`config.mk`:
```
export PLATFORM = sky130hd
export DESIGN_NAME = sopid_regs
export DESIGN_NICKNAME = d
export VERILOG_FILES = /design/src/sopid_pkg.sv /design/src/sopid_regs.sv
export SDC_FILE = /design/constraint.sdc
export NUM_CORES = 1
export LEC_CHECK = 0
export ABC_AREA = 0
export BUFFER_PORTS_ARGS = -buffer_cell sky130_fd_sc_hd__buf_2
export CORE_MARGIN = 2
export CORE_UTILIZATION = 47
export DETAILED_ROUTE_END_ITERATION = 8
export GPL_ROUTABILITY_DRIVEN = 0
export HOLD_SLACK_MARGIN = 0.08
export PLACE_DENSITY_LB_ADDON = 0.12
export SLEW_MARGIN = 40
export SYNTH_ARGS = -nofsm -noshare
export SYNTH_HDL_FRONTEND = slang
export SYNTH_SLANG_ARGS = --single-unit
```
`constraint.sdc`:
```
create_clock -name i_ref_clk -period 1.9 [get_ports i_ref_clk]
set_clock_uncertainty 0.15 [all_clocks]
set_input_delay 0.38 -clock i_ref_clk [delete_from_list [all_inputs] [get_ports i_ref_clk]]
set_output_delay 0.38 -clock i_ref_clk [all_outputs]
set_load 0.02 [all_outputs]
```
`src/sopid_pkg.sv`:
```
// system options and part number register bank: shared constants and types
// assumes an 8-bit register port with word indexes and a single 125 MHz clock
package sopid_pkg;

   // register indexes on the plain register port
   localparam logic [2:0] SOPID_IDX_OPT1 = 3'h0;
   localparam logic [2:0] SOPID_IDX_OPT2 = 3'h1;
   localparam logic [2:0] SOPID_IDX_IDH = 3'h2;
   localparam logic [2:0] SOPID_IDX_IDL = 3'h3;
   localparam logic [2:0] SOPID_IDX_SVC = 3'h4;

   // first option register fields
   localparam int SOPID_O1_TOUT_HI = 7;
   localparam int SOPID_O1_TOUT_LO = 6;
   localparam int SOPID_O1_STOP = 5;
   localparam int SOPID_O1_TWOW = 2;
   localparam logic [7:0] SOPID_O1_MASK = 8'hE4;
   localparam logic [7:0] SOPID_O1_RST = 8'h00;

   // second option register fields
   localparam int SOPID_O2_CLKS = 7;
   localparam int SOPID_O2_WIN = 6;
   localparam int SOPID_O2_CAPR = 4;
   localparam int SOPID_O2_T2C1 = 3;
   localparam int SOPID_O2_T2C0 = 2;
   localparam int SOPID_O2_T1C1 = 1;
   localparam int SOPID_O2_T1C0 = 0;
   localparam logic [7:0] SOPID_O2_ONCE = 8'hC0;
   localparam logic [7:0] SOPID_O2_FREE = 8'h1F;
   localparam logic [7:0] SOPID_O2_RST = 8'h00;

   // part number high register layout
   localparam int SOPID_IDH_FAMILY = 7;
   localparam logic [3:0] SOPID_IDH_RSVD = 4'h0;

   // service sequence bytes
   localparam logic [7:0] SOPID_SVC_FIRST = 8'h55;
   localparam logic [7:0] SOPID_SVC_SECOND = 8'hAA;

   localparam logic [7:0] SOPID_RDATA_RST = 8'h00;

   // watchdog sequence tracker, one-hot
   typedef enum logic [1:0] {
      SOPID_SVC_IDLE = 2'b01,
      SOPID_SVC_ARMED = 2'b10
   } sopid_svc_t;

   // alternate pin placement selects
   typedef struct packed {
      logic iic_on_port_b;
      logic tim2_ch1_on_pa7;
      logic tim2_ch0_on_pa6;
      logic tim1_ch1_on_pc1;
      logic tim1_ch0_on_pc0;
   } sopid_route_t;

   // watchdog and stop configuration seen by the rest of the chip
   typedef struct packed {
      logic [1:0] timeout_sel;
      logic use_bus_clk;
      logic window_on;
      logic stop_permit;
   } sopid_wdog_cfg_t;

endpackage

```
`src/sopid_regs.sv`:
```
// system options and part number register bank with watchdog service decode
// assumes one 125 MHz clock, a plain register port and a watchdog counter
// outside that reports its enable and whether it sits in the last quarter
//
// Functional notes
// - first option register: first write only
// - bits 7:6 plus clock select pick timeout
// - stop permit once; cleared makes stop illegal
// - bit 2 moves two-wire pins to port B
// - clock select once: 0 slow, 1 bus
// - window mode: early service write resets
// - window bit once, only with bus clock
// - bit 4 routes comparator to capture input
// - bit 3 moves timer2 channel 1 pin
// - bit 2 moves timer2 channel 0 pin
// - bit 1 moves timer1 channel 1 pin
// - bit 0 moves timer1 channel 0 pin
// - family marker bit 7 reads one
// - reserved id bits ignore writes
// - fixed 12-bit part number, read only
// - 0x55 then 0xAA clears; lone 0xAA ignored; other bytes reset if enabled

`timescale 1ns/1ps

module sopid_regs
   import sopid_pkg::*;
#(
   parameter logic [11:0] PART_NUMBER = 12'h5C3 // arbitrary value
)
(
   input wire logic i_ref_clk, // 125 MHz clock
   input wire logic i_rst_n, // synchronous reset, low
   input wire logic [2:0] i_addr, // register index
   input wire logic [7:0] i_wdata, // write data
   input wire logic i_wr, // write strobe
   input wire logic i_rd, // read strobe
   output logic [7:0] o_rdata, // read data, cycle after strobe
   input wire logic i_wdog_enabled, // watchdog running
   input wire logic i_wdog_late, // counter in last quarter
   input wire logic i_stop_req, // cpu executes stop
   input wire logic i_cmp_out, // analog comparator output
   output sopid_wdog_cfg_t o_wdog_cfg, // watchdog configuration
   output sopid_route_t o_route, // pin placement selects
   output logic o_cap_route_en, // comparator drives capture
   output logic o_tim1_ch0_cmp, // comparator level to capture
   output logic o_wdog_clear, // pulse: clear counter
   output logic o_wdog_reset, // pulse: watchdog reset
   output logic o_stop_enter, // pulse: enter stop
   output logic o_illegal_reset // pulse: illegal opcode reset
);

   logic [7:0] opt1_reg;
   logic [7:0] opt2_reg;
   logic opt1_lock_reg;
   logic opt2_lock_reg;
   logic [7:0] rdata_reg;
   logic [7:0] rdata_next;
   sopid_svc_t svc_reg;
   logic clear_reg;
   logic wreset_reg;
   logic stop_reg;
   logic illegal_reg;
   logic cmp_meta_reg;
   logic cmp_sync_reg;
   logic cap_reg;
   logic wr_opt1;
   logic wr_opt2;
   logic wr_svc;
   logic window_on;
   logic early_hit;

   // read decode for the read data mux
   function automatic logic [7:0] read_mux(input logic [2:0] idx, input logic [7:0] o1,
                                           input logic [7:0] o2);
      logic [7:0] v;
      v = 8'h00;
      case (idx)
         SOPID_IDX_OPT1: v = o1 & SOPID_O1_MASK;
         SOPID_IDX_OPT2: v = o2 & (SOPID_O2_ONCE | SOPID_O2_FREE);
         SOPID_IDX_IDH: v = {1'b1, SOPID_IDH_RSVD[2:0], PART_NUMBER[11:8]};
         SOPID_IDX_IDL: v = PART_NUMBER[7:0];
         default: v = 8'h00;
      endcase
      return v;
   endfunction

   // strobe decode
   assign wr_opt1 = i_wr && (i_addr == SOPID_IDX_OPT1);
   assign wr_opt2 = i_wr && (i_addr == SOPID_IDX_OPT2);
   assign wr_svc = i_wr && (i_addr == SOPID_IDX_SVC);

   // window only counts while the watchdog runs on the bus clock
   assign window_on = opt2_reg[SOPID_O2_WIN] && opt2_reg[SOPID_O2_CLKS];
   assign early_hit = window_on && i_wdog_enabled && !i_wdog_late && wr_svc;

   // first option register: the lock closes on the first write
   always_ff @(posedge i_ref_clk)
   begin
      if (!i_rst_n)
      begin
         opt1_reg <= SOPID_O1_RST;
         opt1_lock_reg <= 1'b0;
      end
      else if (wr_opt1 && !opt1_lock_reg)
      begin
         opt1_reg <= i_wdata & SOPID_O1_MASK;
         opt1_lock_reg <= 1'b1;
      end
   end

   // second option register: clock select and window are once, the rest free
   always_ff @(posedge i_ref_clk)
   begin
      if (!i_rst_n)
      begin
         opt2_reg <= SOPID_O2_RST;
         opt2_lock_reg <= 1'b0;
      end
      else if (wr_opt2)
      begin
         opt2_lock_reg <= 1'b1;
         if (!opt2_lock_reg)
         begin
            opt2_reg <= i_wdata & (SOPID_O2_ONCE | SOPID_O2_FREE);
         end
         else
         begin
            // pin selects stay writable so software can move pins at will
            opt2_reg <= (opt2_reg & SOPID_O2_ONCE) | (i_wdata & SOPID_O2_FREE);
         end
      end
   end

   // read data, one cycle after the strobe; id reads change nothing
   always_comb
   begin
      rdata_next = read_mux(i_addr, opt1_reg, opt2_reg);
   end

   always_ff @(posedge i_ref_clk)
   begin
      if (!i_rst_n)
      begin
         rdata_reg <= SOPID_RDATA_RST;
      end
      else if (i_rd)
      begin
         rdata_reg <= rdata_next;
      end
      else
      begin
         rdata_reg <= SOPID_RDATA_RST;
      end
   end

   // service sequence tracker and watchdog reset decision
   always_ff @(posedge i_ref_clk)
   begin
      if (!i_rst_n)
      begin
         svc_reg <= SOPID_SVC_IDLE;
         clear_reg <= 1'b0;
         wreset_reg <= 1'b0;
      end
      else
      begin
         clear_reg <= 1'b0;
         wreset_reg <= 1'b0;
         if (wr_svc)
         begin
            if (early_hit)
            begin
               // an early write kills the sequence outright
               wreset_reg <= 1'b1;
               svc_reg <= SOPID_SVC_IDLE;
            end
            else if (i_wdata == SOPID_SVC_FIRST)
            begin
               svc_reg <= SOPID_SVC_ARMED;
            end
            else if (i_wdata == SOPID_SVC_SECOND)
            begin
               case (svc_reg)
                  SOPID_SVC_ARMED: clear_reg <= 1'b1;
                  SOPID_SVC_IDLE: clear_reg <= 1'b0;
                  default: clear_reg <= 1'b0;
               endcase
               svc_reg <= SOPID_SVC_IDLE;
            end
            else
            begin
               wreset_reg <= i_wdog_enabled;
               svc_reg <= SOPID_SVC_IDLE;
            end
         end
      end
   end

   // stop instruction gate
   always_ff @(posedge i_ref_clk)
   begin
      if (!i_rst_n)
      begin
         stop_reg <= 1'b0;
         illegal_reg <= 1'b0;
      end
      else
      begin
         stop_reg <= i_stop_req && opt1_reg[SOPID_O1_STOP];
         illegal_reg <= i_stop_req && !opt1_reg[SOPID_O1_STOP];
      end
   end

   // comparator is asynchronous to this clock, so two flops first
   always_ff @(posedge i_ref_clk)
   begin
      if (!i_rst_n)
      begin
         cmp_meta_reg <= 1'b0;
         cmp_sync_reg <= 1'b0;
         cap_reg <= 1'b0;
      end
      else
      begin
         cmp_meta_reg <= i_cmp_out;
         cmp_sync_reg <= cmp_meta_reg;
         cap_reg <= cmp_sync_reg && opt2_reg[SOPID_O2_CAPR];
      end
   end

   // outputs are wires onto flops, no logic in between
   assign o_rdata = rdata_reg;
   assign o_wdog_cfg.timeout_sel = opt1_reg[SOPID_O1_TOUT_HI:SOPID_O1_TOUT_LO];
   assign o_wdog_cfg.use_bus_clk = opt2_reg[SOPID_O2_CLKS];
   assign o_wdog_cfg.window_on = opt2_reg[SOPID_O2_WIN];
   assign o_wdog_cfg.stop_permit = opt1_reg[SOPID_O1_STOP];
   assign o_route.iic_on_port_b = opt1_reg[SOPID_O1_TWOW];
   assign o_route.tim2_ch1_on_pa7 = opt2_reg[SOPID_O2_T2C1];
   assign o_route.tim2_ch0_on_pa6 = opt2_reg[SOPID_O2_T2C0];
   assign o_route.tim1_ch1_on_pc1 = opt2_reg[SOPID_O2_T1C1];
   assign o_route.tim1_ch0_on_pc0 = opt2_reg[SOPID_O2_T1C0];
   assign o_cap_route_en = opt2_reg[SOPID_O2_CAPR];
   assign o_tim1_ch0_cmp = cap_reg;
   assign o_wdog_clear = clear_reg;
   assign o_wdog_reset = wreset_reg;
   assign o_stop_enter = stop_reg;
   assign o_illegal_reset = illegal_reg;
endmodule

```
Word level (Yosys, flattened, before mapping)

Cells that the tools add are included.
Widths: inputs -> output; s select.

Output and inout bits: 24
Register bits after elaboration: 31
Bits of input ports: 19
Word-level logic and storage cells: 50

Bitwise logic cells: 4
Equal/unequal tests: 7
Multiplexer cells: 8
Reduce and logical (&&, ||, !) cells: 18

Operator list:

| kind               | number |
|---|---|
| $pmux 8 s4         | 1 |
| $logic_and 1x1->1  | 11 |
| $eq 8x7->1 const B | 1 |
| $eq 8x8->1 const B | 1 |
| $mux 8             | 1 |
| $or 8x5->8         | 1 |
| $eq 3x2->1 const B | 2 |
| $reduce_or 5->1    | 1 |
| $mux 1             | 4 |
| $mux 2             | 2 |
| $reduce_and 2->1   | 2 |
| $eq 3x1->1 const B | 1 |
| $eq 3x3->1 const B | 1 |
| $logic_not 1->1    | 3 |
| $logic_not 3->1    | 1 |
| $not 1->1          | 3 |
| $eq 2x2->1 const B | 1 |

Logic depth before layout (Yosys ltp)

Gate-level depths: netlist of run 1.

Word-level depth: 5
Gate-level depth with buffers: 4
Mapped depth without buffers: 3

Worst setup path before layout of run 1

Ideal clock, no wire load.

Path kind: input -> register
Start point: in i_addr[1]
End point: reg opt1_reg[2]
Required time: 1.618 ns
Slack: 0.392 ns
Arrival time: 1.226 ns
Stages on the path: 4
Buffers on the path: 1
Cells stage by stage: buf_6 > or4b_4 > o21ai_1 > a21oi_1

Word-level cells in the longest chain between the ends: 3

RTL lines:

| item                   | RTL line          | text |
|---|---|---|
| start: declaration     | sopid_regs.sv:33  | `input wire logic [2:0] i_addr,` |
| $logic_not 3->1        | sopid_regs.sv:88  | `assign wr_opt1 = i_wr && (i_addr == SOPID_IDX_OPT1);` |
| $logic_and 1x1->1      | sopid_regs.sv:88  |  |
| $logic_and 1x1->1      | sopid_regs.sv:104 | `else if (wr_opt1 && !opt1_lock_reg)` |
| end signal: assignment | sopid_regs.sv:106 | `opt1_reg <= i_wdata & SOPID_O1_MASK;` |
| end: declaration       | sopid_regs.sv:52  | `logic [7:0] opt1_reg;` |

Every way passes these cells.
A chain may end at the register's enable or synchronous reset.

Worst setup path after layout of run 1

Start point: reg opt2_reg[7]
End point: out o_wdog_cfg[2] (netlist bit)

RTL lines:

| item                     | RTL line          | text |
|---|---|---|
| start: declaration       | sopid_regs.sv:53  | `logic [7:0] opt2_reg;` |
| start signal: assignment | sopid_regs.sv:124 | `opt2_reg <= i_wdata & (SOPID_O2_ONCE \| SOPID_O2_FREE);` |
| start signal: assignment | sopid_regs.sv:129 | `opt2_reg <= (opt2_reg & SOPID_O2_ONCE) \| (i_wdata & SOPID_O2_FREE);` |
| end: declaration         | sopid_regs.sv:42  | `output sopid_wdog_cfg_t o_wdog_cfg,` |

No word-level cell between the ends.

==> tab_implementation.tex, run 1 <==
\begin{tabular}{lr}
\hline
Metric & Value \\
\hline
\multicolumn{2}{l}{\textbf{STA}} \\
Min Tclk post-route & 1470 ps \\
Slew at the pin closest to its max-slew limit & 393 ps \\
Final max-slew violation count & 0 \\
Sum of negative setup slack & 0 ps \\
Endpoints failing hold & 0 \\
Setup repair after global routing missed its margin & no \\
FMAX & 680 MHz \\
Final clock period utilization by the worst path & 0.774 \\
Setup-violating endpoint count in the final report & 0 \\
Rel. slew slack & 0.734 \\
\multicolumn{2}{l}{\textbf{Cells and area}} \\
Largest register FFs & 8 \\
Commonest non-fill, non-tap cell in the layout & buf\_2 \\
Final \#Nets & 186 \\
Commonest non-fill, non-tap cells in the layout & 42 x buf\_2, 30 x dfxtp\_1, 16 x nand2\_1 \\
Finished Core Util & 0.628 \\
Area added between synthesis and finish & 23.5\% \\
Area of the multi-input gates & 524 um\^{}2 \\
Share of layout cells above drive strength 1 & 0.323 \\
Fillers & 192 \\
Total area of sequential cells & 601 um\^{}2 \\
Final antenna diode count & 0 \\
\multicolumn{2}{l}{\textbf{Place}} \\
DP HPWL & 1970 um \\
Port-buffer cells & 42 \\
\multicolumn{2}{l}{\textbf{GRT}} \\
GRT Overall Usage & 0.199 \\
Number of antenna violations at the first check in global routing & 0 \\
Global-route wire length before repair & 4060 um \\
Vias in the first global route & 896 \\
Total congestion overflow after global routing & 0 \\
Largest net degree at the start of global routing & 14 \\
\multicolumn{2}{l}{\textbf{Setup path}} \\
Element type at the critical path end & output pin \\
Crit Path Category & reg2out \\
Data arrival at the endpoint of the critical path & 940 ps \\
Buf/Inv on CP & 1 \\
Worst Path Max Fanout & 4 \\
Number of stages on the worst setup path & 1 \\
Length in cells of the worst reg-to-reg path & 3 \\
Crit-path cells & buf\_2 \\
Slowest CP cell & dfxtp\_1 \\
Largest delay share family, worst path & flip-flops \\
Required time of the critical path & 1370 ps \\
Worst Setup Start Kind & flop \\
Delay of the slowest cell on the worst path & 430 ps \\
\multicolumn{2}{l}{\textbf{Power}} \\
Leakage power figure & 0.648 nW \\
Highest ir drop seen on vdd & 532 uV \\
Power Total & 1.09 mW \\
Power per Cell Area & 764 nW/um\^{}2 \\
\multicolumn{2}{l}{\textbf{Clocking}} \\
Hold bufs inserted after CTS & 0 \\
Level count of the clock H-tree & 2 \\
Clock Root Buffer & clkbuf\_4 \\
Number of clock sinks seen by CTS & 30 \\
Clock tree from TritonCTS & done \\
Inserted Clock Buffers & 5 \\
Number of buffers inserted by post-CTS setup repair & 0 \\
Resized cells post-CTS & 0 \\
Maximum root-to-sink buffer count & 2 \\
Clock input transition at the sequential cells of the worst setup and hold paths & 90 ps \\
Clk\_lat worst skew & 310 ps \\
\multicolumn{2}{l}{\textbf{Yosys}} \\
Total standard cell area after synthesis & 1160 um\^{}2 \\
Sequential cell area fraction in the yosys report & 0.519 \\
Unique cell type count in the Yosys netlist & 28 \\
Post-synthesis average cell area & 9.49 um\^{}2 \\
Number of warnings reported in the yosys synthesis log & 0 \\
Synthesized net count & 141 \\
Count of state elements after synthesis & 30 \\
Gate count after technology mapping & 122 \\
\multicolumn{2}{l}{\textbf{Run status}} \\
Result of the run & finished clean \\
\multicolumn{2}{l}{\textbf{Floorplanning}} \\
Die footprint & 2880 um\^{}2 \\
Number of placement rows & 17 \\
Die width & 53.6 um \\
Initial standard-cell utilization of the core & 0.509 \\
Die height & 53.6 um \\
Boundary Pins & 43 \\
Core outline area & 2280 um\^{}2 \\
\multicolumn{2}{l}{\textbf{Detailed routing}} \\
Detailed-route DRC error count & 0 \\
Number of DRC markers in iteration 0 & 11 \\
Vias after detailed routing & 1,020 \\
Total wire length after detailed routing & 2640 um \\
TritonRoute pass-1 iters & 4 \\
Mean routed wirelength per cell & 13.5 um \\
Remaining number of nets flagged by the antenna check after routing & 0 \\
Per-cell via count in the routed design & 5.23 \\
\multicolumn{2}{l}{\textbf{Min path}} \\
Tightest Hold Check Type & in2reg \\
Worst Hold Path Cells & 2 \\
\multicolumn{2}{l}{\textbf{Flow run}} \\
Max-cap violations & 0 \\
\hline
\end{tabular}
==> layer usage <==
layer | vias up | share of wire | GRT usage
met1 | 448 | 0.47 | 0.264
met3 | 5 | 0.085 | 0.0500
li1 | 519 | - | -
met4 | 0 | 0.011 | 0.0769
met5 | - | 0 | 0
met2 | 48 | 0.43 | 0.311
==> report_power, final <==
part           switching, mW  leakage [nW]  total [mW]  internal [mW]
clock                  0.208        0.0308       0.341          0.133
sequential           0.00741         0.243       0.648          0.641
combinational         0.0608         0.374       0.103         0.0421
==> final cells by class <==
class                   instances  share of cell area
flip-flops and latches         30               0.420
multi-input cells              86               0.367
repair buffers                 43               0.152
clock buffers                   5              0.0263
well taps                      28              0.0245
clock inverters                 2             0.00701
inverters                       1             0.00263
==> Yosys cell counts (all sizes together) <==
| library cell | count | share of area |
|---|---|---|
| dfxtp | 30 | 0.52 |
| nand2 | 16 | 0.052 |
| a21oi | 14 | 0.061 |
| nor2 | 11 | 0.036 |
| o21ai | 9 | 0.039 |
| nand3b | 7 | 0.045 |
| and3 | 5 | 0.027 |
| buf | 3 | 0.018 |
| nand4bb | 3 | 0.029 |
| nor2b | 3 | 0.016 |
| nor4bb | 3 | 0.026 |
| and2 | 2 | 0.011 |
| and4bb | 2 | 0.022 |
| clkbuf | 2 | 0.0065 |
| a211oi | 1 | 0.0065 |
| a21bo | 1 | 0.0086 |
| inv | 1 | 0.0032 |
| nand4b | 1 | 0.0076 |
| nor3 | 1 | 0.0043 |
| nor4b | 1 | 0.021 |
| o211ai | 1 | 0.0065 |
| o21a | 1 | 0.0065 |
| o21bai | 1 | 0.0065 |
| o22ai | 1 | 0.0054 |
| or2 | 1 | 0.0054 |
| or4b | 1 | 0.012 |
==> worst paths after layout <==
| check | to | start | slack, ps |
|---|---|---|---|
| max | o_wdog_cfg[2] | opt2_reg[7] | 430 |
| max reg2reg | svc_reg[1] | opt2_reg[7] | 630 |
| min | cmp_meta_reg | i_cmp_out | 120 |
| min reg2reg | cmp_sync_reg | cmp_meta_reg | 290 |
==> per-stage QoR <==
step / instance area (um^2) / hold WS [ps] / std cells / setup WS (ps)
after floorplan: 1160 / 262 / 122 / 392
after CTS: 1430 / 111 / 195 / 450
final: 1430 / 118 / 195 / 429
after detailed placement: 1380 / 276 / 188 / 265
after global routing: 1430 / 122 / 195 / 399
after global placement: 1380 / 267 / 188 / 291
==> kinds of logic (layout without fill, tap and decap cells) <==
logic type,Yosys count,after routing,synth area share
buf+inv,6,51,0.0281
compound gates,29,29,0.139
flops,30,30,0.519
simple gates,57,57,0.314
(Power assumes the default switching activity.)
==> run 2: changes to the inputs <==
ABC_AREA = 1   (was 0)
clock period = 1.4 ns   (was 1.9 ns; I/O delays follow)
==> tab_implementation.tex, run 2 <==
\begin{tabular}{lr}
\hline
Metric & Value \\
\hline
\multicolumn{2}{l}{\textbf{Run status}} \\
Result of the run & finished clean \\
\multicolumn{2}{l}{\textbf{Clocking}} \\
Maximum root-to-sink buffer count & 2 (unchanged) \\
Inserted Clock Buffers & 5 (unchanged) \\
Number of clock sinks seen by CTS & 30 (unchanged) \\
Level count of the clock H-tree & 2 (unchanged) \\
Clock Root Buffer & clkbuf\_4 \\
Number of buffers inserted by post-CTS setup repair & 0 (unchanged) \\
Clk\_lat worst skew & 320 ps (about the same) \\
Clock input transition at the sequential cells of the worst setup and hold paths & 100 ps (about the same) \\
Clock tree from TritonCTS & done \\
\multicolumn{2}{l}{\textbf{Yosys}} \\
Synthesized net count & 188 (+33\%) \\
Post-synthesis simple-gate area fraction & 0.316 (+0.00228) \\
Dominant combinational cell family by area after synthesis & simple AND/OR/NAND/NOR gates \\
Number of enable flip-flop cells after synthesis & 0 (unchanged) \\
Commonest cells in the synthesized netlist & 36 x nor2\_1, 35 x nand2\_1, 30 x dfxtp\_1 \\
Post-synthesis async set-or-reset flop share & 0 (unchanged) \\
Fraction of post-synthesis cell area in the top cell type by area & 0.505 (-0.0137) \\
Arithmetic-cell share of the synthesized area counting full adders, half adders and majority gates & 0 (unchanged) \\
Sequential cell area fraction in the yosys report & 0.505 (-0.0137) \\
Compound-gate portion of the synthesized area & 0.0800 (-0.0595) \\
Most frequently used cell type in the post-synthesis netlist & nor2\_1 \\
Top post-synthesis cells by area & dfxtp\_1 51\%, nor2\_1 11\%, nand2\_1 11\%, inv\_1 8.5\%, a21oi\_1 4.6\% \\
Number of warnings reported in the yosys synthesis log & 0 (unchanged) \\
Gate count after technology mapping & 169 (+39\%) \\
Count of state elements after synthesis & 30 (unchanged) \\
Yosys top cell by area & dfxtp\_1 \\
Total standard cell area after synthesis & 1190 um\^{}2 (+2.7\%) \\
Post-synthesis average cell area & 7.03 um\^{}2 (-26\%) \\
Proportion of synthesized area in mux cells & 0 (unchanged) \\
Synthesized-area fraction occupied by xor and xnor cells & 0 (unchanged) \\
Flip-flop cell with the highest count after synthesis & dfxtp\_1 \\
Unique cell type count in the Yosys netlist & 16 (-43\%) \\
\multicolumn{2}{l}{\textbf{Setup path}} \\
Slowest CP cell & dfxtp\_1 \\
Length in cells of the worst reg-to-reg path & 3 (unchanged) \\
Largest delay share family, worst path & flip-flops \\
Crit Path Category & reg2out \\
Worst Setup Start Kind & flop \\
Data arrival at the endpoint of the critical path & 920 ps (-20 ps) \\
Required time of the critical path & 970 ps (-400 ps) \\
Reg-to-reg startpoint & opt2\_reg[6] \\
Slack of the worst reg-to-reg path & 230 ps (-400 ps) \\
Delay of the slowest cell on the worst path & 400 ps (-30 ps) \\
Reg2Reg Capture Point & o\_wdog\_reset \\
Buf/Inv on CP & 1 (unchanged) \\
Worst Path Max Fanout & 4 (unchanged) \\
Element type at the critical path end & output pin \\
Crit-path cells & buf\_2 \\
\multicolumn{2}{l}{\textbf{STA}} \\
FMAX & 741 MHz \\
Endpoints failing hold & 0 (unchanged) \\
Setup-violating endpoint count in the final report & 0 (unchanged) \\
Min Tclk post-route & 1350 ps \\
Final clock period utilization by the worst path & 0.964 \\
Sum of negative setup slack & 0 ps (unchanged) \\
Hold slack final & 84.9 ps (-33.0 ps) \\
Rel. slew slack & 0.772 (+0.0374) \\
Final max-slew violation count & 0 (unchanged) \\
Slew at the pin closest to its max-slew limit & 342 ps (-51.1 ps) \\
Setup repair after global routing missed its margin & yes \\
\multicolumn{2}{l}{\textbf{GRT}} \\
Vias in the first global route & 1,079 (+20\%) \\
Global-route track usage on met3 & 0.0847 (+0.0347) \\
Total congestion overflow after global routing & 0 (unchanged) \\
Most crowded layer after global routing & met2 \\
Met2 GRT Util & 0.378 (+0.0668) \\
Number of antenna violations at the first check in global routing & 0 (unchanged) \\
Global routing met1 resource utilization & 0.256 (-0.00832) \\
GRT Overall Usage & 0.223 (+0.0241) \\
Largest net degree at the start of global routing & 13 (-1) \\
Global-route wire length before repair & 4530 um (+12\%) \\
\multicolumn{2}{l}{\textbf{Power}} \\
Highest ir drop seen on vdd & 853 uV (+60\%) \\
Leakage power figure & 0.856 nW (+32\%) \\
Power Total & 1.71 mW (+56\%) \\
Power per Cell Area & 1060 nW/um\^{}2 (+39\%) \\
\multicolumn{2}{l}{\textbf{Floorplanning}} \\
Number of placement rows & 18 (+1) \\
Initial standard-cell utilization of the core & 0.489 (-0.0198) \\
Core outline area & 2430 um\^{}2 (+6.9\%) \\
Die height & 54.3 um (+1.2\%) \\
Boundary Pins & 43 (unchanged) \\
Die footprint & 2950 um\^{}2 (+2.5\%) \\
Die width & 54.3 um (+1.2\%) \\
\multicolumn{2}{l}{\textbf{Min path}} \\
Tightest Hold Check Type & in2reg \\
Hold-critical path endpoint & o\_rdata[1] \\
Worst Hold Path Cells & 3 (+1) \\
Hold wc startpoint & i\_addr[1] \\
\multicolumn{2}{l}{\textbf{Cells and area}} \\
Commonest non-fill, non-tap cell in the layout & buf\_2 \\
Commonest non-fill, non-tap cells in the layout & 41 x buf\_2, 35 x nand2\_1, 34 x nor2\_1 \\
Share of layout cells above drive strength 1 & 0.269 (-0.0546) \\
Final antenna diode count & 0 (unchanged) \\
Final cell count without fillers & 257 (+32\%) \\
Final \#Nets & 245 (+32\%) \\
Area added between synthesis and finish & 35.3\% \\
Largest register FFs & 8 (unchanged) \\
\multicolumn{2}{l}{\textbf{Detailed routing}} \\
Total wire length after detailed routing & 2800 um (+6.1\%) \\
Mean routed wirelength per cell & 10.9 um (-19\%) \\
Number of DRC markers in iteration 0 & 29 (+18) \\
Remaining number of nets flagged by the antenna check after routing & 0 (unchanged) \\
Vias after detailed routing & 1,216 (+19\%) \\
Per-cell via count in the routed design & 4.73 (-9.5\%) \\
TritonRoute pass-1 iters & 4 (unchanged) \\
Detailed-route DRC error count & 0 (unchanged) \\
\multicolumn{2}{l}{\textbf{Flow run}} \\
Max-cap violations & 0 (unchanged) \\
\multicolumn{2}{l}{\textbf{Place}} \\
DP HPWL & 2130 um (+8.2\%) \\
Port-buffer cells & 42 (unchanged) \\
Placed Cells & 242 (+29\%) \\
\hline
\end{tabular}
==> run 2: cells by family (layout without fill, tap and decap cells) <==
| family | count (synthesis) | in the layout |
|---|---|---|
| AOI/OAI and AO/OA | 19 | 19 |
| DFF | 30 | 30 |
| and+or+nand+nor | 90 | 90 |
| buffers and inverters | 30 | 88 |
==> run 2: layout make-up <==
class | count | area, um^2
fill | 224 | 825
sequential | 30 | 602
multi-input combinational | 109 | 475
timing repair buffer | 52 | 309
inverter | 28 | 105
clock buffer | 8 | 78.8
tap | 30 | 37.5
==> run 2: power by group <==
| part | switching (mW) | leakage (nW) | internal, mW |
|---|---|---|---|
| clock | 0.292 | 0.0446 | 0.343 |
| sequential | 0.0115 | 0.244 | 0.875 |
| combinational | 0.111 | 0.567 | 0.0739 |
==> run 2: metrics by stage <==
step | setup slack (ps) | utilization | instance area, um^2
detailed placement | -21.7 | 0.595 | 1450
finish | 50.1 | 0.661 | 1610
global route | 6.39 | 0.661 | 1610
global placement | 44.5 | 0.595 | 1450
floorplan | 221 | - | 1190
CTS | 36.0 | 0.656 | 1600
==> run 2: what timing repair did <==
item / in CTS / in global routing
hold endpoints to repair: 10 / 0
gates resized for setup: 0 / 4
hold buffers: 7 / 0
endpoints found under the setup margin: 0 / 4
==> run 2: per-layer routing <==
layer,up-vias,part of all wire
li1,636,-
met1,539,0.43
met2,36,0.49
met3,5,0.063
met4,0,0.014
met5,-,0
==> run 2: how the worst max path moves through the flow <==
stage,startpoint,end,slack [ps],depth (start not counted)
5_1_grt,i_wdata[5],svc_reg[0],6,8
6_report,opt2_reg[6],o_wdog_cfg[1],50,1
3_5_place_dp,i_addr[1],opt2_reg[0],-20,7
3_3_place_gp,i_addr[2],opt2_reg[2],40,7
2_1_floorplan,opt2_reg[7],o_wdog_reset,220,3
4_1_cts,opt2_reg[6],o_wdog_cfg[1],40,1
